<file path="src/rtl/cwd_pkg.sv">
// package: register offsets, field positions, window map and carrier structs
package cwd_pkg;
    localparam logic [7:0] OFS_WINDOW_BASE = 8'h48;
    localparam logic [7:0] OFS_MISC_CTRL = 8'h50;
    localparam logic [31:0] RST_WINDOW_BASE = 32'h0000_0000;
    localparam logic [15:0] RST_MISC_CTRL = 16'h0000;
    localparam int BIT_MONO_PRESENT = 0;
    localparam int BIT_WINDOW_EN = 8;
    localparam int BIT_APERTURE_EN = 9;
    localparam logic [15:0] MISC_CTRL_MASK = 16'h0301;
    // window sub-ranges, compared on offset bits 15:8 (compensation range on bits 15:12)
    localparam logic [7:0] SUB_D0F0 = 8'h00;
    localparam logic [7:0] SUB_D0F1 = 8'h01;
    localparam logic [7:0] SUB_D0F3 = 8'h03;
    localparam logic [7:0] SUB_D1F0 = 8'h08;
    localparam logic [7:0] SUB_D2F0 = 8'h10;
    localparam logic [7:0] SUB_D2F1 = 8'h11;
    localparam logic [3:0] SUB_COMP = 4'h8;
    // legacy monochrome and VGA resources
    localparam logic [31:0] MONO_MEM_LO = 32'h000B_0000;
    localparam logic [31:0] MONO_MEM_HI = 32'h000B_7FFF;
    localparam logic [31:0] VGA_MEM_LO = 32'h000A_0000;
    localparam logic [31:0] VGA_MEM_HI = 32'h000B_FFFF;
    localparam logic [9:0] IO_3B0 = 10'h3B0;
    localparam logic [9:0] IO_3BC = 10'h3BC;
    localparam logic [9:0] IO_3BF = 10'h3BF;
    localparam logic [9:0] IO_3C0 = 10'h3C0;
    localparam logic [9:0] IO_3DF = 10'h3DF;
    // one bit per port 3B0-3BF: 3B4, 3B5, 3B8, 3B9, 3BA and 3BF
    localparam logic [15:0] MONO_IO_MAP = 16'h8730;

    typedef enum logic [2:0] {
        CWD_TGT_NONE,
        CWD_TGT_CFG,
        CWD_TGT_COMP,
        CWD_TGT_RSVD
    } cwd_target_e;

    typedef enum logic [1:0] {
        CWD_ROUTE_NORMAL,
        CWD_ROUTE_HUB,
        CWD_ROUTE_PCI
    } cwd_route_e;

    typedef struct packed {
        logic valid;
        logic is_io;
        logic write;
        logic [31:0] addr;
        logic [3:0] byte_en;
        logic [31:0] wdata;
    } cwd_req_s;

    typedef struct packed {
        logic claim;
        cwd_target_e target;
        logic [2:0] dev;
        logic [2:0] func;
        logic [11:0] offset;
        logic write;
        logic [31:0] wdata;
    } cwd_alias_s;
endpackage : cwd_pkg

</file>
<file path="src/rtl/cwd_legacy_route.sv">
// legacy monochrome / VGA reference router
module cwd_legacy_route
    import cwd_pkg::*;
(
    input wire logic is_io,
    input wire logic [31:0] addr,
    input wire logic [3:0] byte_en,
    input wire logic vga_enable,
    input wire logic mono_present,
    output cwd_route_e route
);
    logic [9:0] io_base;
    logic [3:0] mono_hit_b;
    logic [3:0] vga_hit_b;
    logic [3:0] only_3bf_b;
    logic mono_hit;
    logic vga_hit;
    logic mono_only_hit;
    logic mem_mono;
    logic mem_vga;

    // bits 15:10 ignored, so every alias decodes the same
    assign io_base = {addr[9:2], 2'b00};

    genvar gi;
    generate
        for (gi = 0; gi < 4; gi++) begin : g_lane
            logic [9:0] a;
            assign a = io_base | 10'(gi);
            assign mono_hit_b[gi] = byte_en[gi] && a >= IO_3B0 && a <= IO_3BF && MONO_IO_MAP[a[3:0]];
            assign only_3bf_b[gi] = byte_en[gi] && a == IO_3BF;
            assign vga_hit_b[gi] = byte_en[gi] && ((a >= IO_3B0 && a < IO_3BC) || (a >= IO_3C0 && a <= IO_3DF));
        end
    endgenerate

    assign mono_hit = is_io && (|mono_hit_b);
    assign mono_only_hit = is_io && (|only_3bf_b);
    assign vga_hit = is_io && (|vga_hit_b);
    assign mem_mono = !is_io && addr >= MONO_MEM_LO && addr <= MONO_MEM_HI;
    assign mem_vga = !is_io && addr >= VGA_MEM_LO && addr <= VGA_MEM_HI;

    always_comb begin
        route = CWD_ROUTE_NORMAL;
        if (!vga_enable) begin
            // 3BC-3BE treated as ordinary I/O when VGA is off; 3BF still goes to the hub
            if (mono_hit || mono_only_hit || vga_hit || mem_vga) begin
                route = CWD_ROUTE_HUB;
            end
        end else if (mono_present) begin
            if (mono_hit || mono_only_hit || mem_mono) begin
                route = CWD_ROUTE_HUB;
            end else if (vga_hit || mem_vga) begin
                route = CWD_ROUTE_PCI;
            end
        end else begin
            if (mono_only_hit) begin
                route = CWD_ROUTE_HUB;
            end else if (mono_hit || vga_hit || mem_vga) begin
                route = CWD_ROUTE_PCI;
            end
        end
        if (is_io && vga_enable && (|(byte_en & {4{io_base[9:2] == IO_3BC[9:2]}}))) begin
            route = CWD_ROUTE_HUB;
        end
    end
endmodule : cwd_legacy_route

</file>
<file path="src/rtl/cwd_config_window.sv">
// register window base, misc control and host cycle decode
// Notes on behaviour
// - window base claims one naturally aligned 64 KB memory block
// - base bits 31:16 writable and compared with address 31:16; low half reserved
// - offsets 0000, 0100, 0300 pages alias device 0 functions 0, 1, 3
// - offsets 0800, 1000, 1100 pages alias device 1 f0, device 2 f0/f1
// - offsets 8000-8FFF decode to the compensation register range
// - window decoded only while control bit 8 is set
// - control bit 9 clear blocks graphics aperture accesses from all ports
// - with digital video strap, aperture enable is read-only
// - VGA enable set sends I/O 3BC-3BF to the hub link
// - mono resources: memory B0000-B7FFF, six I/O ports, aliases included (bits 15:10 ignored)
// - with mono set, any I/O reference touching a mono location goes to the hub
// - VGA and mono both clear: all legacy references to the hub
// - VGA only: VGA to PCI, 3BF and aliases to the hub
// - VGA and mono set: VGA to PCI, all mono to the hub
module cwd_config_window
    import cwd_pkg::*;
(
    input wire logic sys_clk,
    input wire logic rst_b,
    // configuration space port of device 0 function 0
    input wire logic cfg_valid,
    input wire logic cfg_write,
    input wire logic [7:0] cfg_offset,
    input wire logic [3:0] cfg_byte_en,
    input wire logic [31:0] cfg_wdata,
    output logic [31:0] cfg_rdata,
    // host cycles
    input cwd_req_s host_req,
    input wire logic vga_enable,
    input wire logic digital_video_output_mode,
    input wire logic aperture_hit,
    output logic window_claim,
    output logic [31:0] window_rdata,
    output logic window_rvalid,
    // aliased accesses toward internal config and compensation spaces
    output cwd_alias_s alias_req,
    input wire logic [31:0] alias_rdata,
    // legacy routing and aperture gate
    output cwd_route_e legacy_route,
    output logic aperture_allow,
    output logic [15:0] misc_bridge_control
);
    typedef struct packed {
        logic [15:0] base_hi;
        logic [15:0] misc;
        logic [31:0] cfg_rdata;
        cwd_alias_s alias_q;
        logic rd_pending;
        logic rd_rsvd;
        logic [31:0] win_rdata;
        logic win_rvalid;
    } cwd_state_s;

    cwd_state_s st;
    cwd_state_s next_st;

    logic win_hit;
    logic [15:0] win_ofs;
    logic [7:0] page;
    cwd_target_e tgt;
    logic [2:0] dev;
    logic [2:0] func;
    logic [15:0] misc_wmask;
    logic [15:0] wr16;

    // ---------------------------------------------------------------
    // window decode
    // ---------------------------------------------------------------
    assign win_ofs = host_req.addr[15:0];
    assign page = win_ofs[15:8];
    assign win_hit = host_req.valid && !host_req.is_io
        && host_req.addr[31:16] == st.base_hi
        && st.misc[BIT_WINDOW_EN];

    always_comb begin
        tgt = CWD_TGT_RSVD;
        dev = 3'h0;
        func = 3'h0;
        unique case (page)
            SUB_D0F0: begin tgt = CWD_TGT_CFG; end
            SUB_D0F1: begin tgt = CWD_TGT_CFG; func = 3'h1; end
            SUB_D0F3: begin tgt = CWD_TGT_CFG; func = 3'h3; end
            SUB_D1F0: begin tgt = CWD_TGT_CFG; dev = 3'h1; end
            SUB_D2F0: begin tgt = CWD_TGT_CFG; dev = 3'h2; end
            SUB_D2F1: begin tgt = CWD_TGT_CFG; dev = 3'h2; func = 3'h1; end
            default: begin
                if (page[7:4] == SUB_COMP) begin
                    tgt = CWD_TGT_COMP;
                end
            end
        endcase
    end

    // aperture enable frozen while the strap picks digital video
    always_comb begin
        misc_wmask = MISC_CTRL_MASK;
        if (digital_video_output_mode) begin
            misc_wmask[BIT_APERTURE_EN] = 1'b0;
        end
    end

    // ---------------------------------------------------------------
    // next state
    // ---------------------------------------------------------------
    always_comb begin
        next_st = st;
        next_st.alias_q.claim = 1'b0;
        next_st.win_rvalid = 1'b0;
        next_st.rd_pending = 1'b0;
        wr16 = 16'h0000;
        // configuration space writes, byte lanes honoured
        if (cfg_valid && cfg_write) begin
            if (cfg_offset == OFS_WINDOW_BASE) begin
                if (cfg_byte_en[2]) next_st.base_hi[7:0] = cfg_wdata[23:16];
                if (cfg_byte_en[3]) next_st.base_hi[15:8] = cfg_wdata[31:24];
            end else if (cfg_offset == OFS_MISC_CTRL) begin
                wr16 = st.misc;
                if (cfg_byte_en[0]) wr16[7:0] = cfg_wdata[7:0];
                if (cfg_byte_en[1]) wr16[15:8] = cfg_wdata[15:8];
                next_st.misc = (st.misc & ~misc_wmask) | (wr16 & misc_wmask);
            end
        end
        // configuration space reads
        if (cfg_valid && !cfg_write) begin
            unique case (cfg_offset)
                OFS_WINDOW_BASE: next_st.cfg_rdata = {st.base_hi, 16'h0000};
                OFS_MISC_CTRL: next_st.cfg_rdata = {16'h0000, st.misc};
                default: next_st.cfg_rdata = 32'h0000_0000;
            endcase
        end
        // window cycles: aligned dword access assumed from the host
        if (win_hit) begin
            if (tgt == CWD_TGT_RSVD) begin
                if (!host_req.write) begin
                    next_st.rd_pending = 1'b1;
                    next_st.rd_rsvd = 1'b1;
                end
            end else begin
                next_st.alias_q.claim = 1'b1;
                next_st.alias_q.target = tgt;
                next_st.alias_q.dev = dev;
                next_st.alias_q.func = func;
                // config pages carry only the 256-byte register offset
                next_st.alias_q.offset = (tgt == CWD_TGT_COMP) ? {win_ofs[11:2], 2'b00}
                    : {4'h0, win_ofs[7:2], 2'b00};
                next_st.alias_q.write = host_req.write;
                next_st.alias_q.wdata = host_req.wdata;
                next_st.rd_pending = !host_req.write;
                next_st.rd_rsvd = 1'b0;
            end
        end
        // read answer one cycle after the alias request
        if (st.rd_pending) begin
            next_st.win_rvalid = 1'b1;
            next_st.win_rdata = st.rd_rsvd ? 32'h0000_0000 : alias_rdata;
        end
    end

    always_ff @(posedge sys_clk or negedge rst_b) begin
        if (!rst_b) begin
            st <= '0;
            st.base_hi <= RST_WINDOW_BASE[31:16];
            st.misc <= RST_MISC_CTRL;
        end else begin
            st <= next_st;
        end
    end

    // ---------------------------------------------------------------
    // outputs
    // ---------------------------------------------------------------
    cwd_legacy_route u_route (
        .is_io(host_req.is_io),
        .addr(host_req.addr),
        .byte_en(host_req.byte_en),
        .vga_enable(vga_enable),
        .mono_present(st.misc[BIT_MONO_PRESENT]),
        .route(legacy_route)
    );

    assign window_claim = win_hit;
    assign aperture_allow = aperture_hit && st.misc[BIT_APERTURE_EN];
    assign alias_req = st.alias_q;
    assign window_rdata = st.win_rdata;
    assign window_rvalid = st.win_rvalid;
    assign cfg_rdata = st.cfg_rdata;
    assign misc_bridge_control = st.misc;
endmodule : cwd_config_window

</file>
<file path="config.mk">
export PLATFORM = sky130hd
export DESIGN_NAME = cwd_config_window
export DESIGN_NICKNAME = d
export VERILOG_FILES = /design/src/rtl/cwd_pkg.sv /design/src/rtl/cwd_legacy_route.sv /design/src/rtl/cwd_config_window.sv
export SDC_FILE = /design/constraint.sdc
export NUM_CORES = 1
export LEC_CHECK = 0
export ABC_CLOCK_PERIOD_IN_PS = 6700
export CORE_ASPECT_RATIO = 0.7
export CORE_MARGIN = 4
export CORE_UTILIZATION = 63
export DETAILED_ROUTE_END_ITERATION = 7
export DONT_BUFFER_PORTS = 1
export HOLD_SLACK_MARGIN = 0.08
export PLACE_DENSITY = 0.81
export SLEW_MARGIN = 0
export SYNTH_ARGS = -nofsm -noshare
export SYNTH_HDL_FRONTEND = slang
export SYNTH_HIERARCHICAL = 1
export SYNTH_SLANG_ARGS = --single-unit
export TNS_END_PERCENT = 30
</file>
<file path="constraint.sdc">
create_clock -name sys_clk -period 6.7 [get_ports sys_clk]
set_clock_uncertainty 0.05 [all_clocks]
set_input_delay 1.34 -clock sys_clk [delete_from_list [all_inputs] [get_ports sys_clk]]
set_output_delay 1.34 -clock sys_clk [all_outputs]
set_load 0.01 [all_outputs]
</file>
==> results of run 1 <==
[where the power goes]
part | internal, W | total (W) | switching [W]
Sequential | 0.000746 | 0.000747 | 0.00000194
Clock | 0.000540 | 0.000840 | 0.000299
Combinational | 0.0000113 | 0.0000306 | 0.0000193
[Yosys cell counts, types with 2 or more instances]
master    count
nor4_1        6
nor2b_1       2
buf_4       135
inv_1        40
ha_1          3
mux2_2       57
o21ai_0      33
a22o_1       20
or4b_2        2
nor3_1        2
nor4_2        2
a21boi_0      4
a21o_1        5
mux2i_1       3
nand3_1       4
nand3b_1     34
clkbuf_1     13
and3b_1       3
mux2_1        3
a21oi_1       3
buf_6         4
nand2b_1      3
and4_1        2
and2_1        2
nor2_1        8
dfrtp_1     123
o211ai_1      2
and3_1        2
xnor2_1       4
nand2_1      10
nor4b_1       4
xor2_1       12
[worst reg2reg max path, delay by kind of cell (launching register included)]
family	cells	cell delay [ns]
buffers and inverters	1	0.49
muxes	1	0.45
and+or+nand+nor	3	0.90
DFF	1	0.41
xor gates and xnor gates	1	0.15
[registers in the layout, summed over array words and instances, names as in the netlist, named ones only]
signal	count
alias_req	50
window_rdata	32
cfg_rdata	19
st	18
misc_bridge_control	2
window_rvalid	1
[path summary, 6_finish.rpt]
path,start,end,cells past startpoint,slack (ns)
max,host_req[66],window_claim,5,2.63
min in group asynchronous,rst_b,alias_req[35]$_DFFE_PN0P_,0,0.58
min reg2reg,st[153]$_DFFE_PN0P_,cfg_rdata[31]$_DFFE_PN0P_,1,0.49
max reg2reg,st[152]$_DFFE_PN0P_,alias_req[7]$_DFFE_PN0P_,6,4.12
min,st[153]$_DFFE_PN0P_,cfg_rdata[31]$_DFFE_PN0P_,1,0.49
max in group asynchronous,rst_b,window_rdata[22]$_DFFE_PN0P_,0,5.86
[area by class of cell]
type	instances	area [um^2]
inverter	40	150
clock buffer	22	484
timing repair buffer	1	7.51
multi-input combinational	280	2140
tap	128	160
sequential	123	3080
fill	781	3660
clock inverter	7	67.6
antenna	1	2.50
[stage by stage]
stage / worst slack, ns / area (um^2) / utilization / instances / total power (W)
CTS: 2.67 / 6090 / 0.624 / 601 / 0.00163
floorplan: 2.85 / 6480 / - / 595 / 0.000800
global route: 2.52 / 6090 / 0.624 / 601 / 0.00168
detailed placement: 2.67 / 5540 / 0.568 / 572 / 0.000790
finish: 2.63 / 6100 / 0.625 / 602 / 0.00162
global placement: 2.72 / 5540 / 0.568 / 572 / 0.000788
[logic make-up (layout without fill, tap and decap cells)]
group,after synthesis,count (layout)
compound gates,76,76
fa+ha+maj,3,3
xor+xnor,16,16
other cells,1,32
buf+inv,192,70
mux,63,63
simple gates,91,91
flops,123,123
[metal layers]
layer / routed length (um) / global-route usage / part of all wire
met2: 6190 / 0.340 / 0.48
met4: 267 / 0.0751 / 0.021
met5: 0 / 0 / 0
met1: 4840 / 0.265 / 0.37
met3: 1630 / 0.116 / 0.13
==> results.md, run 1 <==
* Status: finished, final reports clean
* Synth top area share at 0.483
* Setup-failing EPs final at 0
* Final-report hold violation count at 0
* Synth area leaders: dfrtp_1, buf_4, mux2_2
* Row count at 30
* Port bufs at 0
* Initial Util at 0.652
* RSZ-0062 raised after global routing: no
* Share of cells above drive strength 1 at 0.201
* Synth unique cells at 47
* Hold Path Class: register to register
* Most frequent cells in the layout: dfrtp_1, mux2_2, inv_1, nand3b_1, o21ai_0
* Bufs and invs on worst path at 1
* Ys flop type: dfrtp_1
* Final period util at 0.608
* Largest delay contributor family on the critical path: simple AND/OR/NAND/NOR gates
* Crit path largest cell delay at 0.44 ns
* CTS tree: built
* Clock latency on the worst-skew pair at 0.40 ns
* CTS sink count at 123
* Adder-Cell Fraction of Synth Area at 0.00590
* Worst-Margin Slew at 1.17 ns
* GRT Residual Overflow at 0
* Clock-pin transition on the worst setup and hold timing paths at 0.06 ns
* H-tree Lvls at 4
* Vias in the first global route at 3,728
* Post-Synth Simple-Gate Area at 0.0983
* WHS at 0.487 ns
* Initial antenna violation count at 0
* Maximum VDD drop at 0.193 mV
* Avg Inst Size Synth at 11.3 um^2
* Final min period at 4.07 ns
* Register area share after synthesis at 0.483
* First-pass GRT wire length at 20,200 um
* Die Span X at 128 um
* Post-Synth XOR/XNOR Area at 0.0220
* Startpoint class of the critical path: primary input
* Routed WL at 12,900 um
* Die area at 0.0118 mm^2
* Post-cts sizing count at 0
* Post-synthesis compound-gate area fraction at 0.0815
* Initial detailed-routing violation count at 130
* Ys Warns at 6
* Register bit total from synthesis at 123
* Largest net degree at the start of global routing at 124
* Final Max Tran Viols at 0
* Die Y-Extent at 92.1 um
* PwrDens at 265 mW/mm^2
* Clock Tree Buf Depth at 2
* Worst Path Required at 5.31 ns
* Overall routing resource usage at 0.220
* DP HPWL at 9640 um
* Mapped Area at 0.00637 mm^2
* Core box area at 0.00976 mm^2
* DR pass1 iterations at 4
* Cells after synthesis at 565
* Antenna Nets Post-Route at 0
* Routability Congestion at 0.824
* DR WL/cell at 21.5 um
* Total number of vias at 3,513
* CP max stage cell: nor4_1
* Post-cts hold buffer count at 0
* Total CTS buffers at 17
* Fmax achieved at 0.245 GHz
* Critical setup path kind: primary input to output port
* CP Capture Type: output port
* Largest area contributor in the netlist: dfrtp_1
* Crit-path max FO at 3
* CP Cell Sequence: xor2_1 > nor4_1 > nand2_1 > or3_1 > inv_1
* Final nets at 620
* Most common cell after layout, fill and taps aside: dfrtp_1
* Mux cell area share after synthesis at 0.111
* # DRC at 0
* Total setup buffers inserted after CTS at 0
* Max cap viols at 0
* Root buffer cell: clkbuf_16
* Io pins at 294
* Vias/cell at 5.84
* Layout area overhead at -4.26%
* EDFF count, synth at 0
* Setup TNS at 0 ns
* Critical Path AT at 2.68 ns
* Slew HR at 0.215
* Lkg Pwr at 3.05 nW
* Largest family of logic cells by synthesized area: buffers and inverters
* Post-synth ARST share at 1.00
Power figures use the tool's default switching activity.
==> run 2: changes to the inputs <==
ABC_CLOCK_PERIOD_IN_PS = 3600   (was 6700)
CORE_UTILIZATION = 58   (was 63)
PLACE_DENSITY = 0.78   (was 0.81)
clock period = 3.6 ns   (was 6.7 ns; I/O delays follow)
==> run 2 against run 1 <==
The run now ends with negative hold slack left. Sequential cell count unchanged. Global-route usage decreased by 1.8 points. Register-to-register slack got worse by 3.0 ns. Routed wire length increased by 1.8%. Critical path type is now register to output port. Via count decreased by 1.3%. Power increased by 100%. Hold slack got worse by 0.52 ns. Largest cell class unchanged. Sequential share of layout area decreased by 1.1 points.
==> results.md, run 2 (synthesis gave the netlist of run 1 again) <==
* Register Area at 0.00308 mm^2
* Critical Path AT at 2.07 ns
* Share of cells above drive strength 1 at 0.209
* Multi-input logic area at 0.00214 mm^2
* Crit-path max FO at 3
* Status: finished, violations left
* Maximum VDD drop at 0.343 mV
* Die Span X at 133 um
* Antenna Nets Post-Route at 0
* Post-cts sizing count at 0
* Antenna Cells at 0
* Worst-Margin Slew at 0.846 ns
* Worst flop-to-flop path endpoint: alias_req[3]$_DFFE_PN0P_
* Final period util at 0.789
* First-pass GRT wire length at 19,900 um
* Total setup buffers inserted after CTS at 0
* Row count at 31
* Max reg flops at 50
* Vias/cell at 5.53
* Initial antenna violation count at 0
* Die area at 0.0127 mm^2
* FILL cells at 880
* Core Util, Final at 0.593
* Final Max Tran Viols at 0
* Max cap viols at 0
* Vias in the first global route at 3,588
* Final nets at 623
* DR pass1 iterations at 4
* Overall routing resource usage at 0.202
* CP Cell Sequence: xor2_1 > nor4_1 > nand2_1 > or3_1 > inv_1
* PwrDens at 523 mW/mm^2
* Crit path largest cell delay at 0.41 ns
* Critical setup path kind: register to output port
* Io pins at 294
* Most common cell after layout, fill and taps aside: dfrtp_1
* Worst Path Required at 2.83 ns
* Fmax achieved at 0.352 GHz
* R2R Path Start: st[140]$_DFFE_PN0P_
* CP Capture Type: output port
* Failing checks: negative hold slack
* Routability Congestion at 0.836
* Root buffer cell: clkbuf_16
* DR WL/cell at 21.0 um
* Slew HR at 0.436
* RSZ-0062 raised after global routing: no
* Most frequent cells in the layout: dfrtp_1, mux2_2, inv_1, nand3b_1, o21ai_0
* # DRC at 0
* Post-Place Cells at 595
* GRT Residual Overflow at 0
* Die Y-Extent at 95.7 um
* CP max stage cell: dfrtp_1
* H-tree Lvls at 4
* Clock Tree Buf Depth at 2
* Startpoint class of the critical path: register
* Initial Util at 0.606
* Lkg Pwr at 3.12 nW
* Port bufs at 0
* Bufs and invs on worst path at 1
* Reg2Reg Depth at 6
* Reg2Reg Setup Slack at 1.12 ns
* Largest net degree at the start of global routing at 124
* Setup TNS at 0 ns
* CTS sink count at 123
* Largest delay contributor family on the critical path: simple AND/OR/NAND/NOR gates
* Layout area overhead at -2.08%
* WHS at -0.0296 ns
* Clock latency on the worst-skew pair at 0.39 ns
* Clock-pin transition on the worst setup and hold timing paths at 0.06 ns
* Initial detailed-routing violation count at 128
* Total number of vias at 3,468
* Final-report hold violation count at 28
* Final min period at 2.84 ns
* DP HPWL at 9790 um
* Hold Path Class: primary input to asynchronous set/reset pin
* Routed WL at 13,200 um
* Setup-failing EPs final at 0
* CTS tree: built
* Core box area at 0.0105 mm^2
* Total CTS buffers at 17
* Layout Cells excl Fill at 627
-- run 2: final cells by class --
type                       count  area share
clock inverter                10      0.0261
timing repair buffer           4     0.00482
sequential                   123       0.494
multi-input combinational    280       0.344
inverter                      40      0.0241
tap                          148      0.0297
clock buffer                  22      0.0777
-- run 2: per-stage QoR --
stage	setup WS, ns	cell area, um^2	power, W
after floorplan	0.990	6480	0.00149
after global placement	0.800	5590	0.00147
after detailed placement	0.764	5590	0.00147
after CTS	0.701	6230	0.00331
after global routing	0.543	6230	0.00339
final	0.759	6230	0.00326
-- run 2: how the worst max path moves through the flow --
| stage | startpoint | endpoint | slack [ns] | cells after the start |
|---|---|---|---|---|
| 5_1_grt | st[152]$_DFFE_PN0P_ | window_claim | 0.54 | 5 |
| 3_3_place_gp | host_req[66] | alias_req[24]$_DFFE_PN0P_ | 0.80 | 6 |
| 3_5_place_dp | host_req[66] | alias_req[23]$_DFFE_PN0P_ | 0.76 | 6 |
| 2_1_floorplan | host_req[33] | legacy_route[1] | 0.99 | 4 |
| 4_1_cts | st[152]$_DFFE_PN0P_ | window_claim | 0.70 | 5 |
| 6_report | st[152]$_DFFE_PN0P_ | window_claim | 0.76 | 5 |
-- run 2: power breakdown --
part	switching [W]	internal (W)	leakage (nW)
registers	0.00000352	0.00139	1.54
logic	0.0000361	0.0000210	1.27
clock network	0.000583	0.00123	0.312
total	0.000622	0.00264	3.12
-- run 2: worst reg2reg max path, cell delays in order, from the launching register on --
cell and delay, ns:
dfrtp_1 0.40, xor2_1 0.18, nor4_1 0.31, nand3_1 0.21, nor4_4 0.28, buf_4 0.49, mux2_2 0.44
-- run 2: metal layers --
layer	part of all wire	up-vias	track usage
met1	0.39	1699	0.247
met5	0	-	0
met2	0.48	182	0.326
li1	-	1572	-
met4	0.012	0	0.0608
met3	0.11	15	0.0902
==> run 3: changes to the inputs <==
ABC_AREA = 1   (was unset)
ABC_CLOCK_PERIOD_IN_PS = 2600   (was 3600)
clock period = 2.6 ns   (was 3.6 ns; I/O delays follow)
==> run 3 against run 2 <==
The flow still finishes with violations (negative hold slack). Largest cell class unchanged. Core utilization shrank 0.12 points. Register-to-register slack got worse by 0.57 ns. Critical endpoint unchanged. Cell count grew 47%. Count of clock-buffer cells in the layout fell by 1. Combinational power rose by 130%.
==> results.md, run 3 <==
* Status: finished, violations left
* Failing checks: negative hold slack
* Count leader, synth: nand2_1
* Vias/cell at 5.39
* Final nets at 913
* Reg2Reg Depth at 9
* RSZ-0062 raised after global routing: no
* Slew HR at 0.393
* CTS tree: built
* Clock Tree Buf Depth at 2
* Critical Path AT at 1.84 ns
* Register bit total from synthesis at 123
* # DRC at 0
* CP Capture Type: output port
* Antenna Cells at 0
* Fmax achieved at 0.415 GHz
* Synth top area share at 0.448
* Avg Inst Size Synth at 7.92 um^2
* Worst Path Required at 2.03 ns
* Int Power at 0.00361 W
* Initial Util at 0.609
* Initial detailed-routing violation count at 317
* Clk pwr share at 0.544
* Max reg flops at 50
* Most frequent cells in the layout: nand2_1, dfrtp_1, inv_1, nand4_1
* Largest area contributor in the netlist: dfrtp_1
* Critical setup path kind: register to output port
* H-tree Lvls at 4
* Port bufs at 0
* Worst flop-to-flop path endpoint: alias_req[24]$_DFFE_PN0P_
* Cell area after layout at 0.00668 mm^2
* Most common cell after layout, fill and taps aside: nand2_1
* Synth unique cells at 29
* Register area share after synthesis at 0.448
* Layout area overhead at -2.77%
* EDFF count, synth at 0
* Clock latency on the worst-skew pair at 0.39 ns
* Clock-pin transition on the worst setup and hold timing paths at 0.05 ns
* Die Y-Extent at 99.1 um
* Die area at 0.0137 mm^2
* Core box area at 0.0113 mm^2
* Overall routing resource usage at 0.230
* Share of cells above drive strength 1 at 0.0637
* Ys flop type: dfrtp_1
* Hold Path Class: primary input to asynchronous set/reset pin
* Post-cts sizing count at 0
* Startpoint class of the critical path: register
* Setup TNS at 0 ns
* Ys Warns at 6
* Root buffer cell: clkbuf_16
* WHS at -0.228 ns
* Synth area leaders: dfrtp_1, buf_4, nand2_1
* Vias in the first global route at 4,903
* PwrDens at 676 mW/mm^2
* Crit-path max FO at 4
* R2R Path Start: misc_bridge_control[8]$_DFFE_PN0P_
* CTS sink count at 123
* Max cap viols at 0
* Total number of vias at 4,970
* Die Span X at 138 um
* DP HPWL at 11,800 um
* Final-report hold violation count at 123
* Final Max Tran Viols at 0
* DR WL/cell at 17.0 um
* First-pass GRT wire length at 25,500 um
* Final min period at 2.41 ns
* Routed WL at 15,700 um
* GRT Residual Overflow at 0
* Sw Pwr at 0.000909 W
* Largest net degree at the start of global routing at 124
* Io pins at 294
* Cells after synthesis at 868
* Maximum VDD drop at 0.486 mV
* Area after DPL at 0.00606 mm^2
* Post-synth ARST share at 1.00
* Total CTS buffers at 17
* Seq pwr share at 0.426
* Initial antenna violation count at 0
* Final period util at 0.926
* Antenna Nets Post-Route at 0
* Commonest cells in the netlist: nand2_1, buf_4, dfrtp_1, inv_1, nand4_1
* Mapped Area at 0.00687 mm^2
* Reg2Reg Setup Slack at 0.55 ns
* Worst-Margin Slew at 0.909 ns
* Lkg Pwr at 3.55 nW
* Power, Total at 0.00452 W
* Switching fraction of total power at 0.201
* Setup-failing EPs final at 0
* Total setup buffers inserted after CTS at 0
* Row count at 32
* Routability Congestion at 0.902
* DR pass1 iterations at 5
* Combinational power share at 0.030
==> run 3: layer usage <==
metal	routed length (um)	global-route usage	vias up	share of wire
met2	7270	0.359	256	0.46
met4	229	0.0653	0	0.015
li1	-	-	2365	-
met3	1630	0.0936	17	0.10
met1	6520	0.298	2332	0.42
met5	0	0	-	0
==> run 3: power groups by stage <==
stage               clock, W  combinational (W)  sequential, W
finish               0.00246           0.000134        0.00193
global route         0.00262           0.000150        0.00193
CTS                  0.00252           0.000130        0.00193
detailed placement         0           0.000129        0.00196
global placement           0           0.000124        0.00196
floorplan                  0           0.000145        0.00196
==> run 3: cell type report <==
type                       instances  area, um^2
tap                              153         191
multi-input combinational        501        2340
sequential                       123        3080
clock buffer                      21         460
fill                             979        4610
timing repair buffer               6        45.0
inverter                         107         402
clock inverter                    11         168
==> run 3: kinds of logic (layout without fill, tap and decap cells) <==
group / after synthesis / in the layout / share of synthesized area
buffers and inverters: 274 / 145 / 0.229
other: 1 / 31 / 0.000546
DFF: 123 / 123 / 0.448
and+or+nand+nor: 384 / 384 / 0.248
xor gates and xnor gates: 6 / 6 / 0.00764
adders and majority gates: 3 / 3 / 0.00546
AOI/OAI and AO/OA: 77 / 77 / 0.0615
==> run 3: through the flow <==
stage | utilization | setup WS (ns) | std cells
2_1_floorplan | - | 0.619 | 898
3_3_place_gp | 0.536 | 0.497 | 890
3_5_place_dp | 0.536 | 0.465 | 890
4_1_cts | 0.592 | 0.192 | 922
5_1_grt | 0.592 | 0.0737 | 922
6_report | 0.592 | 0.193 | 922
==> run 3: worst max path at each step <==
stage / startpoint / end / cells past startpoint
after global routing: misc_bridge_control[8]$_DFFE_PN0P_ / window_claim / 8
after CTS: misc_bridge_control[8]$_DFFE_PN0P_ / window_claim / 8
after floorplan: host_req[38] / legacy_route[0] / 9
after global placement: host_req[38] / legacy_route[0] / 9
final: misc_bridge_control[8]$_DFFE_PN0P_ / window_claim / 8
after detailed placement: host_req[60] / alias_req[24]$_DFFE_PN0P_ / 6
==> run 3: critical path: stages (launching register included) <==
cell	delay, ns
dfrtp_1	0.46
nand2_1	0.10
nor2_2	0.19
nand2_1	0.09
nor2_1	0.10
nand2_1	0.10
nor2_4	0.15
nand2_1	0.09
inv_1	0.17
